--- src/hdl/tmb_pkg.sv ---
package tmb_pkg;

    // register bus geometry
    localparam int ADDR_W = 4;
    localparam int DATA_W = 8;

    // register offsets
    localparam logic [3:0] ADDR_CNT_LO = 4'h0; // count_low_byte
    localparam logic [3:0] ADDR_CNT_HI = 4'h1; // count_high_byte
    localparam logic [3:0] ADDR_CCP_LO = 4'h2; // capcomp_low_byte
    localparam logic [3:0] ADDR_CCP_HI = 4'h3; // capcomp_high_byte
    localparam logic [3:0] ADDR_CTRL = 4'h4; // timer_control_reg
    localparam logic [3:0] ADDR_GATE = 4'h5; // gate control and status
    localparam logic [3:0] ADDR_FLAG = 4'h6; // peripheral_flag_reg
    localparam logic [3:0] ADDR_PIE = 4'h7; // peripheral_enable_reg
    localparam logic [3:0] ADDR_INTC = 4'h8; // interrupt_control_reg
    localparam logic [3:0] ADDR_MODE = 4'h9; // capture/compare mode

    // field positions
    localparam int CTRL_CS_HI = 7;
    localparam int CTRL_CS_LO = 6;
    localparam int CTRL_SYNC_BIT = 2;
    localparam int CTRL_ON_BIT = 0;
    localparam int GATE_SPM_BIT = 4;
    localparam int GATE_GO_BIT = 3;
    localparam int GATE_VAL_BIT = 2;
    localparam int FLAG_OVF_BIT = 0;
    localparam int FLAG_GATE_BIT = 7;
    localparam int INTC_GIE_BIT = 7;
    localparam int INTC_PERIPHERAL_IRQ_ENABLE_BIT = 6;
    localparam int MODE_HI = 1;
    localparam int MODE_LO = 0;

    // counter limits and instruction clock divider
    localparam logic [15:0] CNT_MAX = 16'hffff;
    localparam logic [15:0] CNT_ZERO = 16'h0000;
    localparam logic [15:0] CNT_ONE = 16'h0001;
    localparam logic [1:0] INSTR_DIV_LAST = 2'h3;
    localparam logic [1:0] INSTR_DIV_ONE = 2'h1;
    localparam logic [7:0] RD_ZERO = 8'h00;

    // sampled input lanes of the edge detector
    localparam int EDGE_EXT_RAW = 0;
    localparam int EDGE_EXT_SYNC = 1;
    localparam int EDGE_LFOSC = 2;
    localparam int EDGE_GATE = 3;
    localparam int EDGE_N = 4;

    typedef enum logic [1:0] {
        CS_INSTR = 2'h0,
        CS_SYS = 2'h1,
        CS_EXT = 2'h2,
        CS_LFOSC = 2'h3
    } tmb_clk_src_t;

    typedef enum logic [1:0] {
        CCP_OFF = 2'h0,
        CCP_CAPTURE = 2'h1,
        CCP_COMPARE = 2'h2,
        CCP_COMPARE_TRIG = 2'h3
    } tmb_ccp_mode_t;

    typedef struct packed {
        tmb_clk_src_t src;
        logic sync_disable;
        logic timer_on;
    } tmb_ctrl_t;

    typedef struct packed {
        logic gate_single_pulse_enable;
        logic single_pulse_go_done;
    } tmb_gate_t;

    typedef struct packed {
        logic global_irq_enable;
        logic peripheral_irq_enable;
        logic overflow_irq_enable;
        logic gate_irq_enable;
    } tmb_irq_en_t;

    typedef struct packed {
        logic overflow_flag;
        logic gate_event_flag;
    } tmb_flags_t;

    localparam tmb_ctrl_t CTRL_RST = '{src: CS_INSTR, sync_disable: 1'b0, timer_on: 1'b0};
    localparam tmb_gate_t GATE_RST = '{1'b0, 1'b0};
    localparam tmb_irq_en_t IRQ_EN_RST = '{1'b0, 1'b0, 1'b0, 1'b0};
    localparam tmb_flags_t FLAGS_RST = '{1'b0, 1'b0};

endpackage

--- src/hdl/tmb_sync2.sv ---
`timescale 1ns/1ns
`default_nettype none

// two flop synchroniser for a free running level
module tmb_sync2
(
    input wire logic core_clk_i,
    input wire logic rst_n_i,
    input wire logic d_i,
    output logic q_o
);

    logic meta;

    // meta feeds only the second flop
    always_ff @(posedge core_clk_i)
    begin
        if (!rst_n_i)
        begin
            meta <= 1'b0;
            q_o <= 1'b0;
        end
        else
        begin
            meta <= d_i;
            q_o <= meta;
        end
    end

endmodule
`default_nettype wire

--- src/hdl/tmb_edge.sv ---
`timescale 1ns/1ns
`default_nettype none

// per lane rising and falling edge detect against the last sample
module tmb_edge
#(
    parameter int W = 1
)
(
    input wire logic core_clk_i,
    input wire logic rst_n_i,
    input wire logic [W-1:0] in_i,
    output logic [W-1:0] rise_o,
    output logic [W-1:0] fall_o
);

    logic [W-1:0] prev;

    always_ff @(posedge core_clk_i)
    begin
        if (!rst_n_i)
            prev <= '0;
        else
            prev <= in_i;
    end

    // edges are seen in the same cycle the new level arrives
    assign rise_o = in_i & ~prev;
    assign fall_o = ~in_i & prev;

endmodule
`default_nettype wire

--- src/hdl/tmb_timebase.sv ---
// How it works
// count runs up to ffff, wraps to 0000 and sets the overflow flag
// overflow interrupt only with timer on and overflow, peripheral, global enables set
// software clears the overflow flag; hardware never does
// software should zero count and flag before enabling interrupts
// in sleep, count only unsynchronised from external or low power source
// sleep overflow wakes when on, enables set, unsynchronised, proper source
// wake resumes code; service routine only when global enable is set
// secondary oscillator keeps running in sleep regardless of sync setting
// capture event copies the count into the capture/compare pair
// compare mode raises an event when count equals the pair
// conversion trigger from compare clears the count, pair acts as period
// trigger clear never sets the overflow flag
// software should use synchronised instruction clock with the trigger
// a count byte write in the trigger cycle wins over the clear
// single pulse go/done cleared by hardware on gate value falling edge
// gate event flag set on gate value falling edge, held until cleared
// source code 11 low power, 10 external, 01 system, 00 instruction
// sync disable one runs external clock raw, zero synchronises it
// single pulse mode blocks counting once go/done clears until set again
// counting continues after wrap; flag stays set until software clears
// flag is writable; a new overflow wins over a software clear
`timescale 1ns/1ns
`default_nettype none

module tmb_timebase
import tmb_pkg::*;
(
    input wire logic core_clk_i,
    input wire logic rst_n_i,
    input wire logic [ADDR_W-1:0] addr_i,
    input wire logic [DATA_W-1:0] wdata_i,
    input wire logic wr_i,
    input wire logic rd_i,
    output logic [DATA_W-1:0] rdata_o,
    input wire logic sleep_i,
    input wire logic ext_clk_i,
    input wire logic lfosc_i,
    input wire logic gate_i,
    input wire logic capture_event_i,
    output logic irq_o,
    output logic wake_o,
    output logic compare_event_o,
    output logic adc_trigger_o,
    output logic sec_osc_run_o
);

    ////////////////////////////////////////////////////////////////////////////////
    // state
    tmb_ctrl_t ctrl, next_ctrl;
    tmb_gate_t gate, next_gate;
    tmb_irq_en_t irq_en, next_irq_en;
    tmb_flags_t flags, next_flags;
    tmb_ccp_mode_t mode, next_mode;
    logic [15:0] count, next_count;
    logic [15:0] ccp, next_ccp;
    logic [1:0] instr_div, next_instr_div;
    logic match_q, next_match_q;
    logic [DATA_W-1:0] next_rdata;
    logic next_irq, next_wake, next_cmp, next_trig;

    // decoded terms
    logic ext_sync;
    logic [EDGE_N-1:0] edge_in, rise, fall;
    logic src_tick, async_src, sleep_ok, gate_ok, inc, wrap, match;
    logic wr_cnt, wr_lo, wr_hi;

    ////////////////////////////////////////////////////////////////////////////////
    // input conditioning
    tmb_sync2 u_ext_sync
    (
        .core_clk_i(core_clk_i),
        .rst_n_i(rst_n_i),
        .d_i(ext_clk_i),
        .q_o(ext_sync)
    );

    assign edge_in = {gate_i, lfosc_i, ext_sync, ext_clk_i};

    tmb_edge #(.W(EDGE_N)) u_edge
    (
        .core_clk_i(core_clk_i),
        .rst_n_i(rst_n_i),
        .in_i(edge_in),
        .rise_o(rise),
        .fall_o(fall)
    );

    ////////////////////////////////////////////////////////////////////////////////
    // increment qualification
    always_comb
    begin
        unique case (ctrl.src)
            CS_INSTR: src_tick = (instr_div == INSTR_DIV_LAST);
            CS_SYS: src_tick = 1'b1;
            // raw edge when unsynchronised, two flops later otherwise
            CS_EXT: src_tick = ctrl.sync_disable ? rise[EDGE_EXT_RAW] : rise[EDGE_EXT_SYNC];
            CS_LFOSC: src_tick = rise[EDGE_LFOSC];
        endcase
        async_src = ctrl.sync_disable && (ctrl.src == CS_EXT || ctrl.src == CS_LFOSC);
        sleep_ok = !sleep_i || async_src;
        // single pulse: only while armed and gate value high
        gate_ok = !gate.gate_single_pulse_enable
            || (gate.single_pulse_go_done && gate_i);
        inc = ctrl.timer_on && src_tick && sleep_ok && gate_ok;
    end

    assign wr_lo = wr_i && (addr_i == ADDR_CNT_LO);
    assign wr_hi = wr_i && (addr_i == ADDR_CNT_HI);
    assign wr_cnt = wr_lo || wr_hi;
    assign match = (mode == CCP_COMPARE || mode == CCP_COMPARE_TRIG) && (count == ccp);

    ////////////////////////////////////////////////////////////////////////////////
    // next state: counter, flags, registers
    always_comb
    begin
        next_ctrl = ctrl;
        next_gate = gate;
        next_irq_en = irq_en;
        next_flags = flags;
        next_mode = mode;
        next_ccp = ccp;
        next_instr_div = instr_div + INSTR_DIV_ONE;
        next_match_q = match;

        // counter keeps running past the wrap
        next_count = inc ? count + CNT_ONE : count;
        // a wrap only counts when the increment actually lands
        wrap = inc && (count == CNT_MAX) && !adc_trigger_o && !wr_cnt;
        // trigger clear is not an overflow
        if (adc_trigger_o)
            next_count = CNT_ZERO;
        // software byte write overrides both increment and trigger clear
        if (wr_lo)
            next_count[7:0] = wdata_i;
        if (wr_hi)
            next_count[15:8] = wdata_i;

        // software register writes
        if (wr_i)
        begin
            unique case (addr_i)
                ADDR_CCP_LO: next_ccp[7:0] = wdata_i;
                ADDR_CCP_HI: next_ccp[15:8] = wdata_i;
                ADDR_CTRL:
                begin
                    next_ctrl.src = tmb_clk_src_t'(wdata_i[CTRL_CS_HI:CTRL_CS_LO]);
                    next_ctrl.sync_disable = wdata_i[CTRL_SYNC_BIT];
                    next_ctrl.timer_on = wdata_i[CTRL_ON_BIT];
                end
                ADDR_FLAG:
                begin
                    next_flags.overflow_flag = wdata_i[FLAG_OVF_BIT];
                    next_flags.gate_event_flag = wdata_i[FLAG_GATE_BIT];
                end
                ADDR_PIE:
                begin
                    next_irq_en.overflow_irq_enable = wdata_i[FLAG_OVF_BIT];
                    next_irq_en.gate_irq_enable = wdata_i[FLAG_GATE_BIT];
                end
                ADDR_INTC:
                begin
                    next_irq_en.global_irq_enable = wdata_i[INTC_GIE_BIT];
                    next_irq_en.peripheral_irq_enable = wdata_i[INTC_PERIPHERAL_IRQ_ENABLE_BIT];
                end
                ADDR_MODE: next_mode = tmb_ccp_mode_t'(wdata_i[MODE_HI:MODE_LO]);
                default: ;
            endcase
        end

        // hardware clears go/done on the trailing gate edge; a write wins
        if (gate.gate_single_pulse_enable && fall[EDGE_GATE])
            next_gate.single_pulse_go_done = 1'b0;
        if (wr_i && addr_i == ADDR_GATE)
        begin
            next_gate.gate_single_pulse_enable = wdata_i[GATE_SPM_BIT];
            next_gate.single_pulse_go_done = wdata_i[GATE_GO_BIT];
        end

        // hardware sets win over software clears; only software clears
        if (wrap)
            next_flags.overflow_flag = 1'b1;
        if (fall[EDGE_GATE])
            next_flags.gate_event_flag = 1'b1;

        // capture snapshot outranks a software write of the pair
        if (mode == CCP_CAPTURE && capture_event_i)
            next_ccp = count;

        // one compare pulse per arrival at the match value
        next_cmp = match && !match_q;
        next_trig = next_cmp && (mode == CCP_COMPARE_TRIG);

        // interrupt needs the whole enable chain including global
        next_irq = (irq_en.global_irq_enable && irq_en.peripheral_irq_enable)
            && ((flags.overflow_flag && irq_en.overflow_irq_enable && ctrl.timer_on)
            || (flags.gate_event_flag && irq_en.gate_irq_enable));
        // wake ignores the global enable so the core just resumes
        next_wake = sleep_i && flags.overflow_flag && irq_en.overflow_irq_enable
            && irq_en.peripheral_irq_enable && ctrl.timer_on && async_src;

        // read data stands only in the cycle after the strobe
        next_rdata = RD_ZERO;
        if (rd_i)
        begin
            unique case (addr_i)
                ADDR_CNT_LO: next_rdata = count[7:0];
                ADDR_CNT_HI: next_rdata = count[15:8];
                ADDR_CCP_LO: next_rdata = ccp[7:0];
                ADDR_CCP_HI: next_rdata = ccp[15:8];
                ADDR_CTRL:
                begin
                    next_rdata[CTRL_CS_HI:CTRL_CS_LO] = ctrl.src;
                    next_rdata[CTRL_SYNC_BIT] = ctrl.sync_disable;
                    next_rdata[CTRL_ON_BIT] = ctrl.timer_on;
                end
                ADDR_GATE:
                begin
                    next_rdata[GATE_SPM_BIT] = gate.gate_single_pulse_enable;
                    next_rdata[GATE_GO_BIT] = gate.single_pulse_go_done;
                    next_rdata[GATE_VAL_BIT] = gate_i;
                end
                ADDR_FLAG:
                begin
                    next_rdata[FLAG_OVF_BIT] = flags.overflow_flag;
                    next_rdata[FLAG_GATE_BIT] = flags.gate_event_flag;
                end
                ADDR_PIE:
                begin
                    next_rdata[FLAG_OVF_BIT] = irq_en.overflow_irq_enable;
                    next_rdata[FLAG_GATE_BIT] = irq_en.gate_irq_enable;
                end
                ADDR_INTC:
                begin
                    next_rdata[INTC_GIE_BIT] = irq_en.global_irq_enable;
                    next_rdata[INTC_PERIPHERAL_IRQ_ENABLE_BIT] = irq_en.peripheral_irq_enable;
                end
                ADDR_MODE: next_rdata[MODE_HI:MODE_LO] = mode;
                default: next_rdata = RD_ZERO; // unmapped reads as zero
            endcase
        end
    end

    ////////////////////////////////////////////////////////////////////////////////
    // registers
    always_ff @(posedge core_clk_i)
    begin
        if (!rst_n_i)
        begin
            ctrl <= CTRL_RST;
            gate <= GATE_RST;
            irq_en <= IRQ_EN_RST;
            flags <= FLAGS_RST;
            mode <= CCP_OFF;
            count <= CNT_ZERO;
            ccp <= CNT_ZERO;
            instr_div <= 2'h0;
            match_q <= 1'b0;
            rdata_o <= RD_ZERO;
            irq_o <= 1'b0;
            wake_o <= 1'b0;
            compare_event_o <= 1'b0;
            adc_trigger_o <= 1'b0;
            sec_osc_run_o <= 1'b0;
        end
        else
        begin
            ctrl <= next_ctrl;
            gate <= next_gate;
            irq_en <= next_irq_en;
            flags <= next_flags;
            mode <= next_mode;
            count <= next_count;
            ccp <= next_ccp;
            instr_div <= next_instr_div;
            match_q <= next_match_q;
            rdata_o <= next_rdata;
            irq_o <= next_irq;
            wake_o <= next_wake;
            compare_event_o <= next_cmp;
            adc_trigger_o <= next_trig;
            // oscillator enable is not gated by sleep or sync setting
            sec_osc_run_o <= 1'b1;
        end
    end
endmodule
`default_nettype wire

--- config.mk ---
export PLATFORM = sky130hd
export DESIGN_NAME = tmb_timebase
export DESIGN_NICKNAME = d
export VERILOG_FILES = /design/src/hdl/tmb_pkg.sv /design/src/hdl/tmb_sync2.sv /design/src/hdl/tmb_edge.sv /design/src/hdl/tmb_timebase.sv
export SDC_FILE = /design/constraint.sdc
export NUM_CORES = 1
export LEC_CHECK = 0
export BUFFER_PORTS_ARGS = -buffer_cell sky130_fd_sc_hd__buf_2
export CAP_MARGIN = 10
export CORE_MARGIN = 2
export CORE_UTILIZATION = 40
export CTS_BUF_LIST = sky130_fd_sc_hd__clkbuf_4
export CTS_CLUSTER_DIAMETER = 150
export CTS_CLUSTER_SIZE = 25
export DETAILED_ROUTE_END_ITERATION = 16
export GPL_TIMING_DRIVEN = 0
export PLACE_DENSITY = 0.61
export SLEW_MARGIN = 20
export SYNTH_ARGS = -nofsm -noshare
export SYNTH_HDL_FRONTEND = slang
export SYNTH_SLANG_ARGS = --single-unit
--- constraint.sdc ---
create_clock -name core_clk_i -period 1.9 [get_ports core_clk_i]
set_input_delay 0.19 -clock core_clk_i [delete_from_list [all_inputs] [get_ports core_clk_i]]
set_output_delay 0.19 -clock core_clk_i [all_outputs]
set_load 0.05 [all_outputs]
==> results.py, run 1 <==
metrics = {
    "status": {
        "status": "finished clean",
    },
    "power": {
        "leakage_power_total_nw": 1.808,
        "power_density_over_the_cells_nw_per_um2": 691.1,
        "comb_power_share": 0.086,
        "p_sw_mw": 0.7674,
        "worst_ir_drop_vdd_mv": 0.3284,
        "cell_internal_power_mw": 2.324,
        "power_frac_seq": 0.468,
        "pwr-share-clk": 0.445,
        "power.switching_fraction": 0.2482,
    },
    "worst_setup_path": {
        "cp_top_family": "compound AO/OA/AOI/OAI gates",
        "worst_path_max_delay_cell": "or3b_4",
        "crit_buf_inv": 2,
        "critical_path.max_stage_delay_ps": 380,
        "reg2reg_setup_slack_ps": 60,
        "end_kind": "register",
        "critPathKind": "reg2reg",
        "rr_worst_depth": 7,
        "critical_path_peak_fanout": 10,
        "startpoint_type": "register",
        "worstPathCellList": "or3b_4 -> a21oi_4 -> buf_4 -> o21a_1 -> buf_4 -> a31oi_1 -> o221a_2",
        "critPathMostFrequentCell": "buf_4",
        "critical_path_required_ps": 2230,
        "cp.depth": 7,
        "crit_arrival_ps": 2170,
    },
    "timing": {
        "hold_violations": 0,
        "relative_slew_slack": 0.6014,
        "totalNegativeSetupSlack_ps": 0,
        "final_min_period_over_clock_period": 0.9674,
        "setup_viol_count_final": 0,
        "tightestPinTransition_ps": 597.9,
        "slew_viols_final": 0,
        "final_period_minus_worst_setup_slack_ps": 1838,
        "clock-skew-final_ps": 9.159,
        "fmax_mhz": 544.1,
    },
    "layout": {
        "multiInputGateArea_um2": 2237,
        "fillCellCount": 862,
        "antenna_cells": 0,
        "area_delta_synth_final_pct": 21.43,
        "final_core_util": 0.4934,
        "drive_gt1_frac": 0.2630,
        "ff_latch_area_um2": 1365,
        "num-nets-final": 497,
    },
    "synthesis": {
        "synth-async-reset-ratio": 0,
        "synth_flop_cell": "dfxtp_1",
        "synth_xor_area_frac": 0.04755,
        "post_synth_adder_cell_area": 0.006793,
        "ys_ff_latch": 67,
        "edff_count_synth": 0,
        "post_synth_and_or_nand_nor_area_fraction": 0.2218,
        "area_of_the_mapped_netlist_um2": 3684,
        "mean_instance_size_in_the_synthesized_netlist_um2": 8.941,
        "post_synth_mux_area_share": 0.1243,
        "synthesized_netlist_net_count": 435,
        "seq_area_frac_synth": 0.3641,
        "yosys_warnings": 0,
        "main_combinational_cell_family_by_area_after_synthesis": "simple AND/OR/NAND/NOR gates",
        "netlist_instances": 412,
        "synth_compound_gate_area_share": 0.1895,
        "number_of_unique_standard_cell_types_used_by_synthesis": 66,
    },
    "floorplan": {
        "floorplan.initialDensity": 0.4063,
        "num_rows": 35,
        "chipHeight_um": 99.96,
        "io_pins": 34,
        "fp.coreArea_um2": 9065,
        "die_width_um": 99.96,
        "design.die.area_um2": 9992,
    },
    "global_route": {
        "pin_count_of_the_biggest_net_entering_global_routing": 13,
        "grt_usage": 0.2379,
        "grt_pass1_vias": 3388,
        "number_of_antenna_violations_at_the_first_check_in_global_routing": 0,
        "wire_length_of_the_first_global_routing_pass_mm": 18.44,
        "gr-total-overflow": 0,
    },
    "clocking": {
        "clk_root_buffer_cell": "clkbuf_4",
        "cts_made_buffers": 9,
        "clkSlewWorstSetupHoldPaths_ps": 120,
        "insertion_delay_ps": 430,
        "clock_tree_from_tritoncts": "built",
        "clock_sink_count": 67,
        "cts_max_level": 3,
        "cts_max_path_buffers": 2,
    },
    "place": {
        "finalWeightedCongestion": 0.8919,
        "dp_hpwl_mm": 7.934,
        "placement.io_buffers": 29,
    },
    "drt": {
        "vias_after_detailed_routing": 3508,
        "route.detailed.wl_per_inst_um": 19.42,
        "wl_mm": 11.46,
        "drc": 0,
        "drt-vias-per-instance": 5.946,
        "detailedRoute.firstPassIterationCount": 5,
        "route.antenna.remaining_nets": 0,
        "detailedRoute.firstIterationViolations": 228,
    },
    "worst_hold_path": {
        "whs_path_depth": 3,
        "holdCritPathClass": "in2reg",
    },
    "job": {
        "max_cap_violations": 0,
    },
}
[sequential cells by signal, summed over array words and instances, names as in the netlist, 4 cells and up]
name         flops
ccp             16
count           16
u_edge.prev      4
irq_en           4
rdata_o          8
ctrl             4
[synth_stat cells, types with 3 or more instances]
library cell	count	area (um2)
nand3b_1	4	30.03
nand2b_1	4	25.02
and2_1	16	100.1
a21oi_1	15	75.07
nor3_1	8	40.04
mux4_2	6	135.1
mux2i_1	30	300.3
buf_2	8	40.04
dfxtp_1	67	1341
a221oi_1	3	26.28
clkbuf_1	22	82.58
nand2_1	23	86.33
o21ai_0	9	45.04
a31o_2	4	35.03
a211oi_1	18	135.1
nor3b_1	3	22.52
o2111ai_1	3	26.28
nor2b_1	10	62.56
inv_1	4	15.01
xor2_1	6	52.55
o31ai_1	3	22.52
nand4_1	5	31.28
nor2_1	34	127.6
a21o_1	3	22.52
nand3_1	24	120.1
o211ai_1	3	22.52
and4_1	3	26.28
and3_1	5	31.28
a31oi_1	9	56.30
xnor2_1	14	122.6
[power groups by stage]
stage | clock network [mW] | logic [mW] | registers (mW)
after global routing | 1.44 | 0.291 | 1.45
after detailed placement | 0 | 0.250 | 1.48
after CTS | 1.38 | 0.258 | 1.45
after global placement | 0 | 0.247 | 1.48
final | 1.38 | 0.267 | 1.45
after floorplan | 0 | 0.152 | 1.48
[worst min-delay path: cells and delay by family]
kind | cells | cell delay (ps)
and+or+nand+nor | 2 | 120
buffers and inverters | 1 | 120
[cells in the final DEF (no fill, tap or decap), types with 5 or more instances in the layout]
cell type and count:
o21ai_0 9, and2_1 14, a211oi_1 17, nand4_1 5, nand3_1 22, nor2b_1 10, nor2_1 34, dfxtp_2 13
a31oi_1 9, buf_4 21, and3_1 5, clkbuf_1 20, mux4_2 6, dfxtp_1 52, nand2_1 23, nor3_1 8
mux2i_1 30, xnor2_1 14, xor2_1 6, clkbuf_4 9, a21oi_1 13, buf_2 34
[layout make-up]
cell class / instances / area share
clock inverters: 7 / 0.03105
repair buffers: 53 / 0.07580
multi-input cells: 306 / 0.5001
well taps: 111 / 0.03105
clock buffers: 9 / 0.01510
plain buffers: 32 / 0.03748
flip-flops and latches: 67 / 0.3052
inverters: 5 / 0.004196
[metal layers]
| layer | vias to the layer above | track usage | routed length, um |
|---|---|---|---|
| met5 | - | 0 | 0 |
| met4 | 0 | 0.1064 | 233 |
| met3 | 24 | 0.03552 | 652 |
| met2 | 135 | 0.3742 | 5223 |
| met1 | 1700 | 0.3245 | 5348 |
| li1 | 1649 | - | - |
[per-stage QoR]
stage | cell area (um2) | power [mW] | std cells | hold WS, ps | setup WS [ps]
2_1_floorplan | 3684 | 1.633 | 412 | 217.7 | 15.42
3_3_place_gp | 3968 | 1.726 | 552 | 307.2 | -270.1
3_5_place_dp | 3968 | 1.729 | 552 | 308.1 | -246.0
4_1_cts | 4328 | 3.089 | 578 | 3.247 | 5.038
5_1_grt | 4473 | 3.183 | 590 | 37.20 | -19.01
6_report | 4473 | 3.091 | 590 | 38.37 | 61.99
[kinds of logic after synthesis]
logic type / count (synthesis)
flip-flops: 67
AND/OR/NAND/NOR: 153
buffers and inverters: 39
XOR/XNOR: 20
adder cells (fa/ha/maj): 2
multiplexers: 38
AO/OA/AOI/OAI: 93
[timing repair]
| item | CTS | global route |
|---|---|---|
| hold buffers | 3 | 1 |
| setup endpoints to repair | 9 | 9 |
| gates cloned | 0 | 0 |
| pin swaps | 4 | 11 |
| buffers inserted | 9 | 11 |
| resized for setup | 24 | 19 |
| endpoints found under the hold margin | 3 | 1 |
[path summary, 6_finish.rpt]
| check | end | start |
|---|---|---|
| min | wake_o | sleep_i |
| max reg2reg | count[6] | ctrl[1] |
| max | count[6] | ctrl[1] |
| min reg2reg | compare_event_o | match_q |
(Power assumes the default switching activity.)
==> run 2, diff against run 1 <==
--- a/config.mk
+++ b/config.mk
@@ -5,6 +5,7 @@
 export SDC_FILE = /design/constraint.sdc
 export NUM_CORES = 1
 export LEC_CHECK = 0
+export ABC_AREA = 1
 export BUFFER_PORTS_ARGS = -buffer_cell sky130_fd_sc_hd__buf_2
 export CAP_MARGIN = 10
 export CORE_MARGIN = 2
==> run 2 against run 1 <==
Critical path depth unchanged. Sequential share of layout area increased by 0.72 points. Fmax up 3.0%. Register-to-register slack gained 50 ps. Synthesized area rose by 2.4%. First-iteration DRC count up 43%. Critical endpoint is now flags[1]. Largest power group unchanged.
==> results.py, run 2 <==
metrics = {
    "worst_setup_path": {
        "critical_path_required_ps": 2280,
        "startpoint_type": "register",
        "critical_path.max_stage_delay_ps": 450,
        "crit_buf_inv": 0,
        "worst_path_max_delay_cell": "dfxtp_1",
        "end_kind": "register",
        "critPathKind": "reg2reg",
        "cp.depth": 7,
        "critPathMostFrequentCell": "nand3_1",
        "critical_path_peak_fanout": 5,
        "worstPathCellList": "ha_1 -> nand2_1 -> nor2_2 -> nand3_1 -> nor2_1 -> nand3_1 -> a21oi_1",
        "cp_top_family": "simple AND/OR/NAND/NOR gates",
        "crit_arrival_ps": 2160,
        "rr_worst_depth": 7,
    },
    "synthesis": {
        "synth_area_leader_cell": "dfxtp_1",
        "post_synth_adder_cell_area": 0.006631,
        "edff_count_synth": 0,
        "yosysMostFrequentCell": "nand2_1",
        "post_synth_mux_area_share": 0,
        "ys_ff_latch": 67,
        "synth_flop_cell": "dfxtp_1",
        "post_synth_and_or_nand_nor_area_fraction": 0.3425,
        "number_of_unique_standard_cell_types_used_by_synthesis": 32,
        "seq_area_frac_synth": 0.3554,
        "synth-async-reset-ratio": 0,
        "synth_compound_gate_area_share": 0.1824,
        "area_of_the_mapped_netlist_um2": 3774,
        "synthesized_netlist_net_count": 632,
        "yosys_warnings": 0,
        "synth_xor_area_frac": 0.004642,
        "synth_common_cells": "nand2_1 (141), nor2_1 (115), inv_1 (82)",
        "yosys-top-cells-area": "dfxtp_1 (36%), nand2_1 (14%), nor2_1 (11%)",
        "synth.top_cell.area_share": 0.3554,
        "netlist_instances": 609,
        "mean_instance_size_in_the_synthesized_netlist_um2": 6.196,
        "main_combinational_cell_family_by_area_after_synthesis": "simple AND/OR/NAND/NOR gates",
    },
    "timing": {
        "hold_violations": 0,
        "fmax_mhz": 560.3,
        "totalNegativeSetupSlack_ps": 0,
        "clock-skew-final_ps": 18.84,
        "smallest_setup_slack_after_layout_ps": 115.3,
        "tightestPinTransition_ps": 600.1,
        "slew_viols_final": 0,
        "setup_viol_count_final": 0,
        "final_period_minus_worst_setup_slack_ps": 1785,
        "relative_slew_slack": 0.6000,
        "final_min_period_over_clock_period": 0.9393,
        "grt_setup_unrepaired": "no",
    },
    "clocking": {
        "cts_max_level": 3,
        "cts_made_buffers": 9,
        "clock_sink_count": 67,
        "cts_post_setup_buffers_inserted": 0,
        "clock_tree_from_tritoncts": "built",
        "clk_root_buffer_cell": "clkbuf_4",
        "insertion_delay_ps": 440,
        "cts_max_path_buffers": 2,
        "clkSlewWorstSetupHoldPaths_ps": 130,
    },
    "layout": {
        "layout_common_cells": "nand2_1 (141), nor2_1 (115), inv_1 (82), dfxtp_1 (66), o21ai_0 (62)",
        "mostFrequentLayoutCell": "nand2_1",
        "final-instance-count-excl-fill": 774,
        "area_delta_synth_final_pct": 13.89,
        "final_core_util": 0.4673,
        "drive_gt1_frac": 0.1207,
        "antenna_cells": 0,
        "num-nets-final": 681,
        "layout_top_registers": "ccp: 16 flops, count: 16 flops, rdata_o: 8 flops",
    },
    "floorplan": {
        "fp.coreArea_um2": 9196,
        "io_pins": 34,
        "num_rows": 35,
        "chipHeight_um": 101.1,
        "design.die.area_um2": 10230,
        "die_width_um": 101.1,
        "floorplan.initialDensity": 0.4103,
    },
    "drt": {
        "detailedRoute.firstIterationViolations": 326,
        "detailedRoute.firstPassIterationCount": 5,
        "wl_mm": 12.61,
        "drt-vias-per-instance": 5.282,
        "route.detailed.wl_per_inst_um": 16.29,
        "route.antenna.remaining_nets": 0,
        "drc": 0,
        "vias_after_detailed_routing": 4088,
    },
    "global_route": {
        "grt_pass1_vias": 3874,
        "wire_length_of_the_first_global_routing_pass_mm": 20.27,
        "grt_usage": 0.2622,
        "gr-total-overflow": 0,
        "number_of_antenna_violations_at_the_first_check_in_global_routing": 0,
        "pin_count_of_the_biggest_net_entering_global_routing": 14,
    },
    "place": {
        "dp_hpwl_mm": 9.747,
        "pre_cts_setup_slack_ps": 175.4,
        "placement.io_buffers": 33,
        "finalWeightedCongestion": 0.9328,
        "dpl.cell_count": 753,
    },
    "worst_hold_path": {
        "whs_path_depth": 3,
        "holdCritPathClass": "in2reg",
    },
    "job": {
        "max_cap_violations": 0,
    },
    "power": {
        "leakage_power_total_nw": 1.804,
        "worst_ir_drop_vdd_mv": 0.2886,
        "power_density_over_the_cells_nw_per_um2": 680.4,
    },
    "status": {
        "status": "finished clean",
    },
}
## run 2: cell types whose count changed after synthesis, sizes merged, moves of 8 or more
cell and change:
a21oi +28, xnor2 -14, nand2 +123, inv +85, o21ai +57, a211oi -17
a31oi -8, nor2 +87, clkbuf -17, nor2b -10, o22ai +11, and2 -16
mux2i -30
## run 2: cell type report
class	count	area, um2
clock buffers	9	67.56
multi-input cells	441	2023
plain buffers	12	72.57
repair buffers	38	215.2
inverters	89	336.6
flip-flops and latches	67	1343
fillers	1020	4898
clock inverters	7	101.3
well taps	111	138.9
## run 2: cells by family (layout without fill, tap and decap cells)
kind of cell	after synthesis	in the layout
buf+inv	101	155
compound gates	128	128
flops	67	67
fa+ha+maj	2	2
simple gates	309	309
xor+xnor	2	2
## run 2: power breakdown
part           switching [mW]  total [mW]  internal (mW)
registers              0.0268        1.46           1.44
clock network           0.621        1.17          0.544
logic                   0.203       0.295         0.0915
## run 2: timing repair
item                                    4_1_cts  5_1_grt
hold buffers                                  5        0
endpoints found under the setup margin        0        1
endpoints found under the hold margin         5        0
resized for setup                             0        1
## run 2: worst reg2reg max path: stages, from the launching register on
cell	delay (ps)
dfxtp_1	450
ha_1	210
nand2_1	120
nor2_2	260
nand3_1	190
nor2_1	200
nand3_1	160
a21oi_1	150
## run 2: worst paths after layout
path	startpoint	endpoint	slack, ps
setup / recovery	count[1]	flags[1]	120
hold / removal	wdata_i[6]	irq_en[2]	70
setup reg to reg	count[1]	flags[1]	120
hold reg to reg	u_ext_sync.q_o	u_edge.prev[1]	430
## run 2: routing by layer
layer / vias to the layer above / share of wire / global-route usage
met5: - / 0 / 0
met4: 0 / 0.027 / 0.1019
met2: 142 / 0.43 / 0.4096
li1: 2032 / - / -
met3: 24 / 0.060 / 0.03106
met1: 1890 / 0.48 / 0.3707
## run 2: through the flow
stage | hold slack [ps] | power, mW | instance area (um2)
5_1_grt | 58.85 | 3.049 | 4298
3_5_place_dp | 390.4 | 1.777 | 4078
2_1_floorplan | 217.7 | 1.663 | 3774
4_1_cts | 47.19 | 2.943 | 4297
3_3_place_gp | 382.9 | 1.774 | 4078
6_report | 71.64 | 2.924 | 4298
